===== src/rtl/aux_irq_defines.vh =====
`ifndef AUX_IRQ_DEFINES_VH
`define AUX_IRQ_DEFINES_VH
// ****************************************
// register addresses
// ****************************************
`define ADDR_AUX_PENDING_INDEX  8'ha5
`define ADDR_AUX_IRQ_MASK       8'ha6
`define ADDR_AUX_MASKED_STATUS  8'ha7
`define ADDR_STANDARD_IRQ_MASK  8'ha8
`define ADDR_BREAK_CONTROL      8'ha9
`define ADDR_BREAK_ADDR_LOW     8'haa
`define ADDR_BREAK_ADDR_HIGH    8'hab
// ****************************************
// reset values
// ****************************************
`define RST_BYTE                8'h00
`define RST_INDEX               4'h0
`define RST_ADDR16              16'h0000
`define RST_STD_REQ             7'h00
// ****************************************
// field positions
// ****************************************
`define BIT_GLOBAL_GATE         7
`define BIT_UART1               6
`define BIT_TIMER2              5
`define BIT_UART0               4
`define BIT_TIMER1              3
`define BIT_EXT1                2
`define BIT_TIMER0              1
`define BIT_EXT0                0
`define BIT_BREAK_HIT           7
`define BIT_MEM_SELECT          1
`define BIT_ARM_ENABLE          0
`define AUX_VECTOR_ADDR         16'h0033
`define NUM_BREAKPOINTS         2
`endif


===== src/rtl/breakpoint_slot.v =====
`timescale 1ns/1ps
`default_nettype none
`include "aux_irq_defines.vh"
// ****************************************
// one breakpoint comparator slot
// ****************************************
module breakpoint_slot (
    input  wire        clk,          // core clock
    input  wire        resetn,       // sync reset, active low
    input  wire        arm_wr,       // control write for this slot
    input  wire        hit_clr,      // clear hit for this slot
    input  wire        wr_mem_sel,   // memory select to load
    input  wire        wr_enable,    // enable to load
    input  wire [15:0] wr_addr,      // compare address to load
    input  wire        data_acc,     // data memory access strobe
    input  wire [15:0] data_addr,    // data memory address
    input  wire        prog_acc,     // program fetch strobe
    input  wire [15:0] prog_addr,    // program address
    output reg         hit_ff        // sticky match
);
    reg        mem_sel_ff;
    reg        enable_ff;
    reg [15:0] addr_ff;
    wire       match;

    assign match = enable_ff & (mem_sel_ff ? (prog_acc & (prog_addr == addr_ff))
                                           : (data_acc & (data_addr == addr_ff)));

    always @(posedge clk) begin
        if (!resetn) begin
            mem_sel_ff <= 1'b0;
            enable_ff  <= 1'b0;
            addr_ff    <= `RST_ADDR16;
            hit_ff     <= 1'b0;
        end else begin
            if (arm_wr) begin
                mem_sel_ff <= wr_mem_sel;
                enable_ff  <= wr_enable;
                addr_ff    <= wr_addr;
            end
            if (match)
                hit_ff <= 1'b1;
            else if (hit_clr)
                hit_ff <= 1'b0;
        end
    end
endmodule // breakpoint_slot
`default_nettype wire


===== src/rtl/aux_interrupt_and_breakpoint_unit.v =====
// Contract
// - pending index names highest pending aux source, 0 none, 1..8 by source
// - all aux sources request one shared vector address
// - writing aux enable stores mask, 0 masked, 1 enabled
// - reading aux enable returns raw source requests, not mask
// - bit 0 source highest aux priority, bit 7 lowest
// - aux group gated by extended control bit 4
// - global gate ignores aux sources, blocks all standard sources at 0
// - aux status bit is raw request and mask
// - serial receive and two-wire status share bit 2 and code 3
// - digital undervolt and breakpoint hit share bit 0
// - standard bits 6 and 4 enable uart1 and uart0 rx or tx
// - standard bits 5, 3, 1 enable timer 2, 1, 0 overflow
// - standard bits 2 and 0 enable external pins 1 and 0
// - control write arms selected breakpoint from written control byte and address bytes
// - hit reads any match; writing 1 clears selected unless it matches that same cycle, 0 nothing
// - memory select 0 data space, 1 program space
// - breakpoint enable bit turns matching on or off
// - compare address is 16 bits from low and high bytes
`timescale 1ns/1ps
`default_nettype none
`include "aux_irq_defines.vh"
module aux_interrupt_and_breakpoint_unit (
    input  wire        clk,                    // core clock, 100 MHz
    input  wire        resetn,                 // sync reset, active low
    input  wire [7:0]  sfr_addr,               // special register address
    input  wire [7:0]  sfr_wdata,              // write data
    input  wire        sfr_wr,                 // write strobe
    input  wire        sfr_rd,                 // read strobe
    output reg  [7:0]  sfr_rdata_ff,           // registered read data
    output reg         sfr_hit_ff,             // read addressed this block
    input  wire        aux_group_gate,         // extended control bit 4
    input  wire        breakpoint_selector,    // selected breakpoint slot
    input  wire        one_hz_tick_flag,       // seconds timer request
    input  wire        accum_done_flag,        // accumulator request
    input  wire        conv_done_flag,         // converter request
    input  wire        kilohertz_tick_flag,    // millisecond timer request
    input  wire        serial_tx_flag,         // serial transmit request
    input  wire        serial_rx_flag,         // serial receive request
    input  wire        twowire_flag,           // two-wire status request
    input  wire        analog_undervolt_flag,  // analog low voltage request
    input  wire        digital_undervolt_flag, // digital low voltage request
    input  wire        uart1_rx_flag,          // uart 1 receive flag
    input  wire        uart1_tx_flag,          // uart 1 transmit flag
    input  wire        uart0_rx_flag,          // uart 0 receive flag
    input  wire        uart0_tx_flag,          // uart 0 transmit flag
    input  wire        timer2_ovf_flag,        // timer 2 overflow
    input  wire        timer1_ovf_flag,        // timer 1 overflow
    input  wire        timer0_ovf_flag,        // timer 0 overflow
    input  wire        ext_pin1_req,           // external pin 1 request
    input  wire        ext_pin0_req,           // external pin 0 request
    input  wire        data_acc,               // data memory access strobe
    input  wire [15:0] data_addr,              // data memory address
    input  wire        prog_acc,               // program fetch strobe
    input  wire [15:0] prog_addr,              // program address
    output reg         aux_irq_req_ff,         // aux group request
    output wire [15:0] aux_vector,             // shared aux vector
    output reg  [6:0]  std_irq_req_ff,         // gated standard requests
    output wire        breakpoint_hit_flag     // any breakpoint matched
);
    // ****************************************
    // state
    // ****************************************
    reg  [7:0] aux_irq_mask_ff;
    reg  [7:0] standard_irq_mask_ff;
    reg  [7:0] break_ctrl_ff;
    reg  [7:0] breakpoint_addr_low_ff;
    reg  [7:0] breakpoint_addr_high_ff;
    reg  [3:0] aux_pending_index_ff;
    reg  [3:0] nxt_aux_pending_index;
    reg  [7:0] nxt_rdata;
    reg        nxt_hit;
    wire [7:0] aux_raw;
    wire [7:0] aux_masked;
    wire [`NUM_BREAKPOINTS-1:0] slot_hit;
    wire       ctrl_wr;
    wire       global_irq_gate;
    wire       sel_slot0;
    wire       sel_slot1;
    wire       wr_aux_mask;
    wire       wr_std_mask;
    wire       wr_break_low;
    wire       wr_break_high;
    wire       rx_merged;
    wire       undervolt_merged;
    wire       uart1_req;
    wire       uart0_req;
    wire [6:0] std_src;
    wire [6:0] std_gated;
    wire [7:0] break_status;

    assign ctrl_wr = sfr_wr & (sfr_addr == `ADDR_BREAK_CONTROL);

    // ****************************************
    // write decode
    // ****************************************
    // index and status addresses have no strobe: read only
    assign wr_aux_mask   = sfr_wr & (sfr_addr == `ADDR_AUX_IRQ_MASK);
    assign wr_std_mask   = sfr_wr & (sfr_addr == `ADDR_STANDARD_IRQ_MASK);
    assign wr_break_low  = sfr_wr & (sfr_addr == `ADDR_BREAK_ADDR_LOW);
    assign wr_break_high = sfr_wr & (sfr_addr == `ADDR_BREAK_ADDR_HIGH);

    // ****************************************
    // breakpoint slots
    // ****************************************
    // selector picks the slot that a control write arms or clears
    assign sel_slot0 = ~breakpoint_selector;
    assign sel_slot1 = breakpoint_selector;

    breakpoint_slot u_slot0 (
        .clk        (clk),
        .resetn     (resetn),
        .arm_wr     (ctrl_wr & sel_slot0),
        .hit_clr    (ctrl_wr & sel_slot0 & sfr_wdata[`BIT_BREAK_HIT]),
        .wr_mem_sel (sfr_wdata[`BIT_MEM_SELECT]),
        .wr_enable  (sfr_wdata[`BIT_ARM_ENABLE]),
        .wr_addr    ({breakpoint_addr_high_ff, breakpoint_addr_low_ff}),
        .data_acc   (data_acc),
        .data_addr  (data_addr),
        .prog_acc   (prog_acc),
        .prog_addr  (prog_addr),
        .hit_ff     (slot_hit[0])
    );

    breakpoint_slot u_slot1 (
        .clk        (clk),
        .resetn     (resetn),
        .arm_wr     (ctrl_wr & sel_slot1),
        .hit_clr    (ctrl_wr & sel_slot1 & sfr_wdata[`BIT_BREAK_HIT]),
        .wr_mem_sel (sfr_wdata[`BIT_MEM_SELECT]),
        .wr_enable  (sfr_wdata[`BIT_ARM_ENABLE]),
        .wr_addr    ({breakpoint_addr_high_ff, breakpoint_addr_low_ff}),
        .data_acc   (data_acc),
        .data_addr  (data_addr),
        .prog_acc   (prog_acc),
        .prog_addr  (prog_addr),
        .hit_ff     (slot_hit[1])
    );

    assign breakpoint_hit_flag = |slot_hit;

    // ****************************************
    // auxiliary group
    // ****************************************
    // receive and two-wire merged
    assign rx_merged        = serial_rx_flag | twowire_flag;
    assign undervolt_merged = digital_undervolt_flag | breakpoint_hit_flag;

    assign aux_raw = {one_hz_tick_flag, accum_done_flag, conv_done_flag,
                      kilohertz_tick_flag, serial_tx_flag, rx_merged,
                      analog_undervolt_flag, undervolt_merged};

    assign aux_masked = aux_raw & aux_irq_mask_ff;

    // bit 0 first, bit 7 last
    always @* begin
        if (aux_masked[0])
            nxt_aux_pending_index = 4'h1;
        else if (aux_masked[1])
            nxt_aux_pending_index = 4'h2;
        else if (aux_masked[2])
            nxt_aux_pending_index = 4'h3;
        else if (aux_masked[3])
            nxt_aux_pending_index = 4'h4;
        else if (aux_masked[4])
            nxt_aux_pending_index = 4'h5;
        else if (aux_masked[5])
            nxt_aux_pending_index = 4'h6;
        else if (aux_masked[6])
            nxt_aux_pending_index = 4'h7;
        else if (aux_masked[7])
            nxt_aux_pending_index = 4'h8;
        else
            nxt_aux_pending_index = `RST_INDEX;
    end

    assign aux_vector = `AUX_VECTOR_ADDR;

    assign global_irq_gate = standard_irq_mask_ff[`BIT_GLOBAL_GATE];

    // ****************************************
    // standard group
    // ****************************************
    // rx or tx per serial port
    assign uart1_req = uart1_rx_flag | uart1_tx_flag;
    assign uart0_req = uart0_rx_flag | uart0_tx_flag;

    // serial ports on bits 6 and 4
    // timers on bits 5, 3 and 1
    // external pins on bits 2 and 0
    assign std_src[`BIT_UART1]  = uart1_req;
    assign std_src[`BIT_TIMER2] = timer2_ovf_flag;
    assign std_src[`BIT_UART0]  = uart0_req;
    assign std_src[`BIT_TIMER1] = timer1_ovf_flag;
    assign std_src[`BIT_EXT1]   = ext_pin1_req;
    assign std_src[`BIT_TIMER0] = timer0_ovf_flag;
    assign std_src[`BIT_EXT0]   = ext_pin0_req;

    // gate 0 overrides every mask bit
    assign std_gated = {7{global_irq_gate}} & standard_irq_mask_ff[6:0] & std_src;

    assign break_status = {breakpoint_hit_flag, 5'h00, break_ctrl_ff[`BIT_MEM_SELECT],
                           break_ctrl_ff[`BIT_ARM_ENABLE]};

    // ****************************************
    // read mux
    // ****************************************
    always @* begin
        nxt_rdata = `RST_BYTE;
        nxt_hit   = 1'b1;
        case (sfr_addr)
            `ADDR_AUX_PENDING_INDEX: nxt_rdata = {4'h0, aux_pending_index_ff};
            `ADDR_AUX_IRQ_MASK:      nxt_rdata = aux_raw;
            `ADDR_AUX_MASKED_STATUS: nxt_rdata = aux_masked;
            `ADDR_STANDARD_IRQ_MASK: nxt_rdata = standard_irq_mask_ff;
            `ADDR_BREAK_CONTROL:     nxt_rdata = break_status;
            `ADDR_BREAK_ADDR_LOW:    nxt_rdata = breakpoint_addr_low_ff;
            `ADDR_BREAK_ADDR_HIGH:   nxt_rdata = breakpoint_addr_high_ff;
            default:                 nxt_hit   = 1'b0;
        endcase
    end

    // ****************************************
    // registers
    // ****************************************
    always @(posedge clk) begin
        if (!resetn) begin
            aux_irq_mask_ff         <= `RST_BYTE;
            standard_irq_mask_ff    <= `RST_BYTE;
            break_ctrl_ff           <= `RST_BYTE;
            breakpoint_addr_low_ff  <= `RST_BYTE;
            breakpoint_addr_high_ff <= `RST_BYTE;
            aux_pending_index_ff    <= `RST_INDEX;
            sfr_rdata_ff            <= `RST_BYTE;
            sfr_hit_ff              <= 1'b0;
            aux_irq_req_ff          <= 1'b0;
            std_irq_req_ff          <= `RST_STD_REQ;
        end else begin
            aux_pending_index_ff <= nxt_aux_pending_index;
            sfr_rdata_ff         <= sfr_rd ? nxt_rdata : `RST_BYTE;
            sfr_hit_ff           <= sfr_rd & nxt_hit;
            aux_irq_req_ff       <= aux_group_gate & (|aux_masked);
            std_irq_req_ff <= std_gated;
            if (wr_aux_mask)
                aux_irq_mask_ff <= sfr_wdata;
            if (wr_std_mask)
                standard_irq_mask_ff <= sfr_wdata;
            if (ctrl_wr)
                break_ctrl_ff <= sfr_wdata;
            // bytes held until the arming write
            if (wr_break_low)
                breakpoint_addr_low_ff <= sfr_wdata;
            if (wr_break_high)
                breakpoint_addr_high_ff <= sfr_wdata;
        end
    end
endmodule // aux_interrupt_and_breakpoint_unit
`default_nettype wire


===== config.mk =====
export PLATFORM = sky130hd
export DESIGN_NAME = aux_interrupt_and_breakpoint_unit
export DESIGN_NICKNAME = d
export VERILOG_FILES = /design/src/rtl/breakpoint_slot.v /design/src/rtl/aux_interrupt_and_breakpoint_unit.v
export VERILOG_INCLUDE_DIRS = /design/src /design/src/rtl
export SDC_FILE = /design/constraint.sdc
export NUM_CORES = 1
export LEC_CHECK = 0
export BUFFER_PORTS_ARGS = -buffer_cell sky130_fd_sc_hd__buf_4
export CORE_AREA = 2 2 92 94
export CTS_BUF_LIST = sky130_fd_sc_hd__clkbuf_4 sky130_fd_sc_hd__clkbuf_8
export CTS_CLUSTER_DIAMETER = 80
export CTS_CLUSTER_SIZE = 30
export DETAILED_ROUTE_END_ITERATION = 7
export DIE_AREA = 0 0 94 96
export GPL_ROUTABILITY_DRIVEN = 0
export PLACE_DENSITY_LB_ADDON = 0.25
export SLEW_MARGIN = 0
export SYNTH_ARGS = -nofsm -noshare
export SYNTH_HDL_FRONTEND = slang
export SYNTH_SLANG_ARGS = --single-unit
export TNS_END_PERCENT = 1

===== constraint.sdc =====
create_clock -name clk -period 2.57 [get_ports clk]
set_input_delay 0.514 -clock clk [delete_from_list [all_inputs] [get_ports clk]]
set_output_delay 0.514 -clock clk [all_outputs]
set_load 0.01 [all_outputs]

==> impl_metrics.py, run 1 <==
metrics = {
    "setup_path": {
        "worstPathArrival_ns": 2.07,
        "cpPeakStageDelay_ns": 0.51,
        "endpoint_kind": "flop",
        "slowest_stage": "or2_1",
        "start_kind": "primary input",
        "critPathMaxFanout": 19,
        "cp.required_ns": 2.82,
        "crit_type": "primary input to flop",
        "crit_chain": "buf_4, nor2b_4, nand4_4, or2_1, o211ai_1, nand3_1",
    },
    "sta": {
        "fmax_mhz": 551,
        "setup_violations": 0,
        "tns_ns": 0,
        "post-route-min-period_ns": 1.81,
        "rsz0062_at_grt": "no",
        "hold_viol_final": 0,
        "slew_headroom_pct": 49.9,
        "skew_ns": 0.0169,
        "fin_crit_sh_pct": 70.6,
        "drv_slew": 0,
        "worst_pin_slew_ns": 0.751,
    },
    "outcome": {
        "status": "finished clean",
    },
    "synth": {
        "mappedNetlistArea_um2": 4690,
        "synth_seq_cells": 93,
        "synth_edf_count": 0,
        "syn_area_per_cell_um2": 9.09,
        "netlist_instances": 516,
        "yosysSeqAreaShare_pct": 39.7,
        "ys_async_sr_fraction_pct": 0,
        "yosysTopAreaCell": "dfxtp_1",
        "ys_top_cells_by_area": "dfxtp_1 40%, xor2_1 9.0%, mux2i_1 8.3%",
        "synth_flop_cell": "dfxtp_1",
        "synth.distinct_cells": 43,
        "yosysTopAreaCellShare_pct": 39.7,
        "yosys_warnings": 0,
    },
    "pwr": {
        "leakage_uw": 0.00233,
        "combPwrFrac_pct": 9.4,
        "vdd_ir_drop_max_uv": 277,
        "p_sw_share_pct": 23.2,
        "power.switching_uw": 622,
        "power.density_nw_per_um2": 483,
        "p_clk_share_pct": 36.9,
        "p_int_uw": 2060,
        "seq_power_share_pct": 53.7,
    },
    "global_routing": {
        "grt_pass1_wl_um": 19000,
        "grt.overflow.total": 0,
        "antenna_found_initial": 0,
        "grt_pass1_vias": 3904,
        "grt_max_degree": 59,
        "grt_usage_pct": 27.3,
    },
    "clocking": {
        "post_cts_buffers": 0,
        "cts_buffer_depth": 2,
        "cts_tree": "built",
        "cts.sinks": 93,
        "htreeDepth": 3,
        "insertion_delay_ns": 0.36,
        "cts-resized-gates": 0,
        "cts_root_buffer": "clkbuf_8",
        "cts.reportedPaths.clkPinSlew_ns": 0.10,
        "ctsHoldBuffers": 0,
        "cts_buffers": 9,
    },
    "final_layout": {
        "num-nets-final": 674,
        "fin_cells": 710,
        "antenna_cells": 0,
        "syn2layout_area_growth_pct": 18.6,
        "fin_area_um2": 5560,
        "drive_gt1_share_pct": 20.8,
    },
    "placed_design": {
        "place_hpwl_um": 8830,
        "dp_cells": 694,
        "io_buffers": 91,
        "dpl_cell_area_um2": 5360,
    },
    "floorplanning": {
        "io_pins": 108,
        "core.rowCount": 33,
        "initial_core_util_pct": 58.2,
        "die_w_um": 94,
        "core-area_um2": 8050,
        "dieArea_um2": 9020,
        "die_h_um": 96,
    },
    "routing": {
        "postRouteAntennaNets": 0,
        "routedWlPerCell_um": 16.6,
        "vias": 3953,
        "wl_um": 11800,
        "drt_iter0_markers": 249,
        "drt_drc_violations_left": 0,
        "via_per_inst": 5.57,
        "drtPass1Iterations": 4,
    },
    "worst_hold_path": {
        "hp-class": "primary input to flop",
    },
    "job": {
        "cap_violations": 0,
    },
}
==> worst paths after layout <==
check / startpoint / to / slack [ns] / cells after the start
max: sfr_addr[0] / u_slot1.hit_ff / 0.76 / 6
min: timer0_ovf_flag / std_irq_req_ff[1] / 0.38 / 2
max reg2reg: u_slot1.hit_ff / sfr_rdata_ff[7] / 1.04 / 4
min reg2reg: standard_irq_mask_ff[4] / std_irq_req_ff[4] / 0.48 / 2
==> power groups by stage <==
stage,Sequential [uW],Combinational (uW),Clock [uW]
after floorplan,1470,129,0
after global placement,1480,243,0
after detailed placement,1480,248,0
after CTS,1440,249,999
after global routing,1440,270,1070
final,1440,252,992
==> synth_stat cells, types with 4 or more instances <==
cell and number:
xnor2_1 16, buf_4 18, nand2_1 91, nor2b_1 35, nor2_1 15, dfxtp_1 93
a21oi_1 10, a21boi_0 37, inv_1 5, nand2b_1 6, clkbuf_1 11, o21ai_0 8
and3_1 6, nand4_1 10, nand3_1 4, xor2_1 48, a32oi_1 6, nor3_1 8
o211ai_1 4, nor4_1 8, buf_2 6, mux2i_1 39
==> cell type report <==
class / count / area, um2
multi-input combinational: 394 / 2620
tap: 105 / 131
fill: 656 / 2490
clock inverter: 4 / 47.5
clock buffer: 12 / 153
timing repair buffer: 97 / 728
sequential: 93 / 1860
inverter: 5 / 18.8
==> state kept, by name (all words and copies together) (netlist names), 2 cells and up <==
name	cells
aux_irq_mask_ff	8
aux_pending_index_ff	4
break_ctrl_ff	2
breakpoint_addr_high_ff	8
breakpoint_addr_low_ff	8
sfr_rdata_ff	8
standard_irq_mask_ff	8
std_irq_req_ff	7
u_slot0.addr_ff	16
u_slot1.addr_ff	16
==> worst max-delay path: cells and delay by family <==
kind	cells	cell delay, ns
AOI/OAI and AO/OA	1	0.27
and+or+nand+nor	4	1.05
buffers and inverters	1	0.23
==> routing by layer <==
layer / routed length (um) / global-route usage [%]
met3: 655 / 4.54
met2: 5960 / 46.3
met4: 297 / 11.1
met1: 4880 / 34.6
met5: 0 / 0
==> cell usage in the layout, fill, tap and decap left out, types with 2 or more instances in the layout <==
master / instances
inv_1: 5
xnor2_1: 16
nand2b_1: 6
clkinv_2: 2
a21boi_0: 37
xor2_1: 48
nor2_2: 2
nand3_2: 2
nand4b_1: 2
nor2_1: 15
nor4_1: 8
a32oi_1: 6
nand4_1: 10
and3_1: 6
mux4_2: 3
dfxtp_1: 93
conb_1: 16
and2_1: 3
nand2_1: 91
clkbuf_8: 10
o211ai_1: 4
clkbuf_4: 2
buf_4: 97
nor2b_1: 35
o21ai_0: 8
nor3_1: 8
nor3b_1: 2
mux2i_1: 39
nand3_1: 4
a21oi_1: 10
==> logic make-up (layout without fill, tap and decap cells) <==
| family | Yosys count | after routing | share of synthesized area (%) |
|---|---|---|---|
| AO/OA/AOI/OAI | 70 | 70 | 10.5 |
| buffers and inverters | 43 | 118 | 5.52 |
| other | 2 | 16 | 0.160 |
| AND/OR/NAND/NOR | 202 | 202 | 22.4 |
| XOR/XNOR | 64 | 64 | 12.0 |
| flip-flops | 93 | 93 | 39.7 |
| multiplexers | 42 | 42 | 9.77 |
==> per-stage QoR <==
| step | utilization [%] | setup WS (ns) | hold slack (ns) | power, uW |
|---|---|---|---|---|
| floorplan | - | 0.702 | 0.440 | 1600 |
| global placement | 66.6 | 0.466 | 0.460 | 1720 |
| detailed placement | 66.6 | 0.409 | 0.466 | 1720 |
| CTS | 69.1 | 0.781 | 0.379 | 2690 |
| global route | 69.1 | 0.593 | 0.386 | 2780 |
| finish | 69.1 | 0.756 | 0.378 | 2680 |
(Power assumes the default switching activity.)
==> inputs of run 2 (changes only) <==
--- a/config.mk
+++ b/config.mk
@@ -6,13 +6,14 @@
 export SDC_FILE = /design/constraint.sdc
 export NUM_CORES = 1
 export LEC_CHECK = 0
+export ABC_AREA = 1
 export BUFFER_PORTS_ARGS = -buffer_cell sky130_fd_sc_hd__buf_4
-export CORE_AREA = 2 2 92 94
+export CORE_AREA = 2 2 97 99
 export CTS_BUF_LIST = sky130_fd_sc_hd__clkbuf_4 sky130_fd_sc_hd__clkbuf_8
 export CTS_CLUSTER_DIAMETER = 80
 export CTS_CLUSTER_SIZE = 30
 export DETAILED_ROUTE_END_ITERATION = 7
-export DIE_AREA = 0 0 94 96
+export DIE_AREA = 0 0 99 101
 export GPL_ROUTABILITY_DRIVEN = 0
 export PLACE_DENSITY_LB_ADDON = 0.25
 export SLEW_MARGIN = 0
==> constraint.sdc (replaced) <==
create_clock -name clk -period 1.8 [get_ports clk]
set_input_delay 0.36 -clock clk [delete_from_list [all_inputs] [get_ports clk]]
set_output_delay 0.36 -clock clk [all_outputs]
set_load 0.01 [all_outputs]
==> run 2 against run 1 <==
Register-to-register slack worse by 0.79 ns. Cell count up 30%. Synthesized cell count up 41%. Worst hold slack worse by 0.14 ns. Flip-flop and latch count unchanged. Combinational power up 59%. Non-clock buffer count down 1. Clock power up 40%. Synthesized area up 5.0%. Largest power group unchanged.
==> impl_metrics.py, run 2 <==
metrics = {
    "clocking": {
        "cts_tree": "built",
        "htreeDepth": 3,
        "cts-resized-gates": 0,
        "cts.sinks": 93,
        "insertion_delay_ns": 0.36,
        "cts_root_buffer": "clkbuf_8",
        "post_cts_buffers": 0,
        "ctsHoldBuffers": 0,
        "cts.reportedPaths.clkPinSlew_ns": 0.09,
        "cts_buffer_depth": 2,
        "cts_buffers": 9,
    },
    "setup_path": {
        "critPathMaxFanout": 4,
        "timing.rr.start": "u_slot0.hit_ff",
        "cp.required_ns": 2.05,
        "endpoint_kind": "flop",
        "r2r_cells": 6,
        "start_kind": "flop",
        "worstPathArrival_ns": 1.81,
        "reg2reg_to": "sfr_rdata_ff[0]",
        "r2r_setup_slack_ns": 0.25,
        "crit_type": "flop to flop",
    },
    "sta": {
        "fin_crit_sh_pct": 86.3,
        "slew_headroom_pct": 66.4,
        "setup_violations": 0,
        "hold_viol_final": 0,
        "skew_ns": 0.0103,
        "worst_pin_slew_ns": 0.499,
        "layout_setup_ws_ns": 0.246,
        "drv_slew": 0,
        "post-route-min-period_ns": 1.55,
        "fmax_mhz": 643,
        "rsz0062_at_grt": "no",
        "tns_ns": 0,
        "timing.hold.ws_ns": 0.234,
    },
    "global_routing": {
        "grt_max_degree": 35,
        "grt_pass1_vias": 4536,
        "grt_pass1_wl_um": 20700,
        "grt_usage_pct": 25.9,
        "grt.overflow.total": 0,
        "antenna_found_initial": 0,
    },
    "floorplanning": {
        "core-area_um2": 8980,
        "core.rowCount": 35,
        "io_pins": 108,
        "initial_core_util_pct": 54.8,
        "dieArea_um2": 10000,
        "die_w_um": 99,
        "die_h_um": 101,
    },
    "placed_design": {
        "post-place-ws_ns": -0.0670,
        "io_buffers": 91,
        "place_hpwl_um": 9650,
    },
    "job": {
        "cap_violations": 0,
    },
    "synth": {
        "synthAdderAreaFrac_pct": 0,
        "synth-xor-area-share_pct": 2.85,
        "synth-compound-area-share_pct": 18.8,
        "ys_async_sr_fraction_pct": 0,
        "yosysTopAreaCellShare_pct": 37.8,
        "synth_edf_count": 0,
        "netlist_instances": 727,
        "mappedNetlistArea_um2": 4920,
        "yosysSeqAreaShare_pct": 37.8,
        "synthSimpleGateAreaFrac_pct": 27.3,
        "synth_common_cells": "173 x nand2_1, 94 x inv_1, 93 x dfxtp_1",
        "yosysTopAreaCell": "dfxtp_1",
        "synthMuxAreaShare_pct": 0,
        "syn_area_per_cell_um2": 6.77,
        "synth_flop_cell": "dfxtp_1",
        "yosysMostFrequentCell": "nand2_1",
        "synth_top_family_by_area": "simple AND/OR/NAND/NOR gates",
        "ys_top_cells_by_area": "dfxtp_1 38%, nand2_1 13%, o21ai_0 9.0%",
        "synth_seq_cells": 93,
        "yosys_warnings": 0,
        "synth.distinct_cells": 38,
    },
    "routing": {
        "wl_met3_um": 1000,
        "routedWlPerCell_um": 13.7,
        "dr_wl_met2_um": 5910,
        "vias": 4901,
        "wl_um": 12600,
        "drt_iter0_markers": 247,
        "drt_drc_violations_left": 0,
        "routed.top_layer": "met4",
        "drtPass1Iterations": 6,
        "via_per_inst": 5.30,
        "postRouteAntennaNets": 0,
        "wl_met1_um": 5300,
    },
    "final_layout": {
        "mostFrequentLayoutCell": "nand2_1",
        "multi_input_area_um2": 2470,
        "syn2layout_area_growth_pct": 17.5,
        "fillers": 818,
        "num-nets-final": 884,
        "final_cell_mix": "173 x nand2_1, 94 x inv_1, 94 x buf_4, 93 x dfxtp_1, 89 x o21ai_0",
        "antenna_cells": 0,
        "drive_gt1_share_pct": 16.4,
        "fin_util_pct": 64.4,
        "reg_top3": "u_slot0.addr_ff: 16 flops, u_slot1.addr_ff: 16 flops",
        "ff_latch_area_um2": 1860,
    },
    "outcome": {
        "status": "finished clean",
    },
    "pwr": {
        "vdd_ir_drop_max_uv": 390,
        "leakage_uw": 0.00256,
        "power.density_nw_per_um2": 666,
        "total_power_uw": 3850,
    },
    "worst_hold_path": {
        "min_path_cells": 3,
        "hold_end": "std_irq_req_ff[5]",
        "min_from": "timer2_ovf_flag",
        "hp-class": "primary input to flop",
    },
}
run 2: cell count changes after synthesis, moves of 37 or more:
cell | before | now
a21boi_0 | 37 | 0
a21oi_1 | 10 | 82
inv_1 | 5 | 94
mux2i_1 | 39 | 0
nand2_1 | 91 | 173
nor2_1 | 15 | 62
o21ai_0 | 8 | 89
xor2_1 | 48 | 6
run 2: cells by family (layout without fill, tap and decap cells):
logic type / after synthesis / count (layout)
other cells: 2 / 16
simple gates: 300 / 300
buf+inv: 136 / 208
xor+xnor: 16 / 16
flops: 93 / 93
compound gates: 180 / 180
run 2: worst max-delay path, cell delays in order, from the launching register on:
cell and delay (ns):
dfxtp_1 0.31, nor2_1 0.21, inv_1 0.13, o21ai_0 0.43, o21ai_0 0.16, a21oi_1 0.14, a21oi_1 0.07
run 2: where the power goes:
| group | leakage (uW) | internal [uW] | switching (uW) |
|---|---|---|---|
| logic | 0.00171 | 174 | 226 |
| clock network | 0.0000975 | 705 | 690 |
| registers | 0.000749 | 2060 | 1.99 |
run 2: layout make-up:
| class | instances | share of cell area, % |
|---|---|---|
| Tap cell | 111 | 2.40 |
| Inverter | 98 | 6.47 |
| Timing Repair Buffer | 96 | 12.9 |
| Sequential cell | 93 | 32.2 |
| Clock inverter | 3 | 0.800 |
| Clock buffer | 11 | 2.62 |
| Multi-Input combinational cell | 512 | 42.6 |
run 2: metal layers:
metal  global-route usage, %  up-vias
li1                        -     2454
met1                    32.2     2192
met2                    43.5      219
met3                    3.95       36
met4                    13.2        0
met5                       0        -
run 2: how the worst max path moves through the flow:
stage	start	endpoint	slack (ns)	cells after the start
6_report	u_slot0.hit_ff	sfr_rdata_ff[0]	0.25	6
5_1_grt	u_slot1.hit_ff	sfr_rdata_ff[0]	0.06	6
4_1_cts	u_slot0.hit_ff	sfr_rdata_ff[0]	0.23	6
3_5_place_dp	sfr_addr[3]	aux_irq_mask_ff[2]	-0.07	6
3_3_place_gp	sfr_addr[3]	aux_irq_mask_ff[6]	0.02	6
2_1_floorplan	sfr_addr[6]	breakpoint_addr_low_ff[7]	0.31	9
run 2: per-stage QoR:
stage	instances	instance area, um2
after floorplan	741	4970
after global placement	910	5590
after detailed placement	910	5590
final	924	5790
after CTS	924	5790
after global routing	924	5790
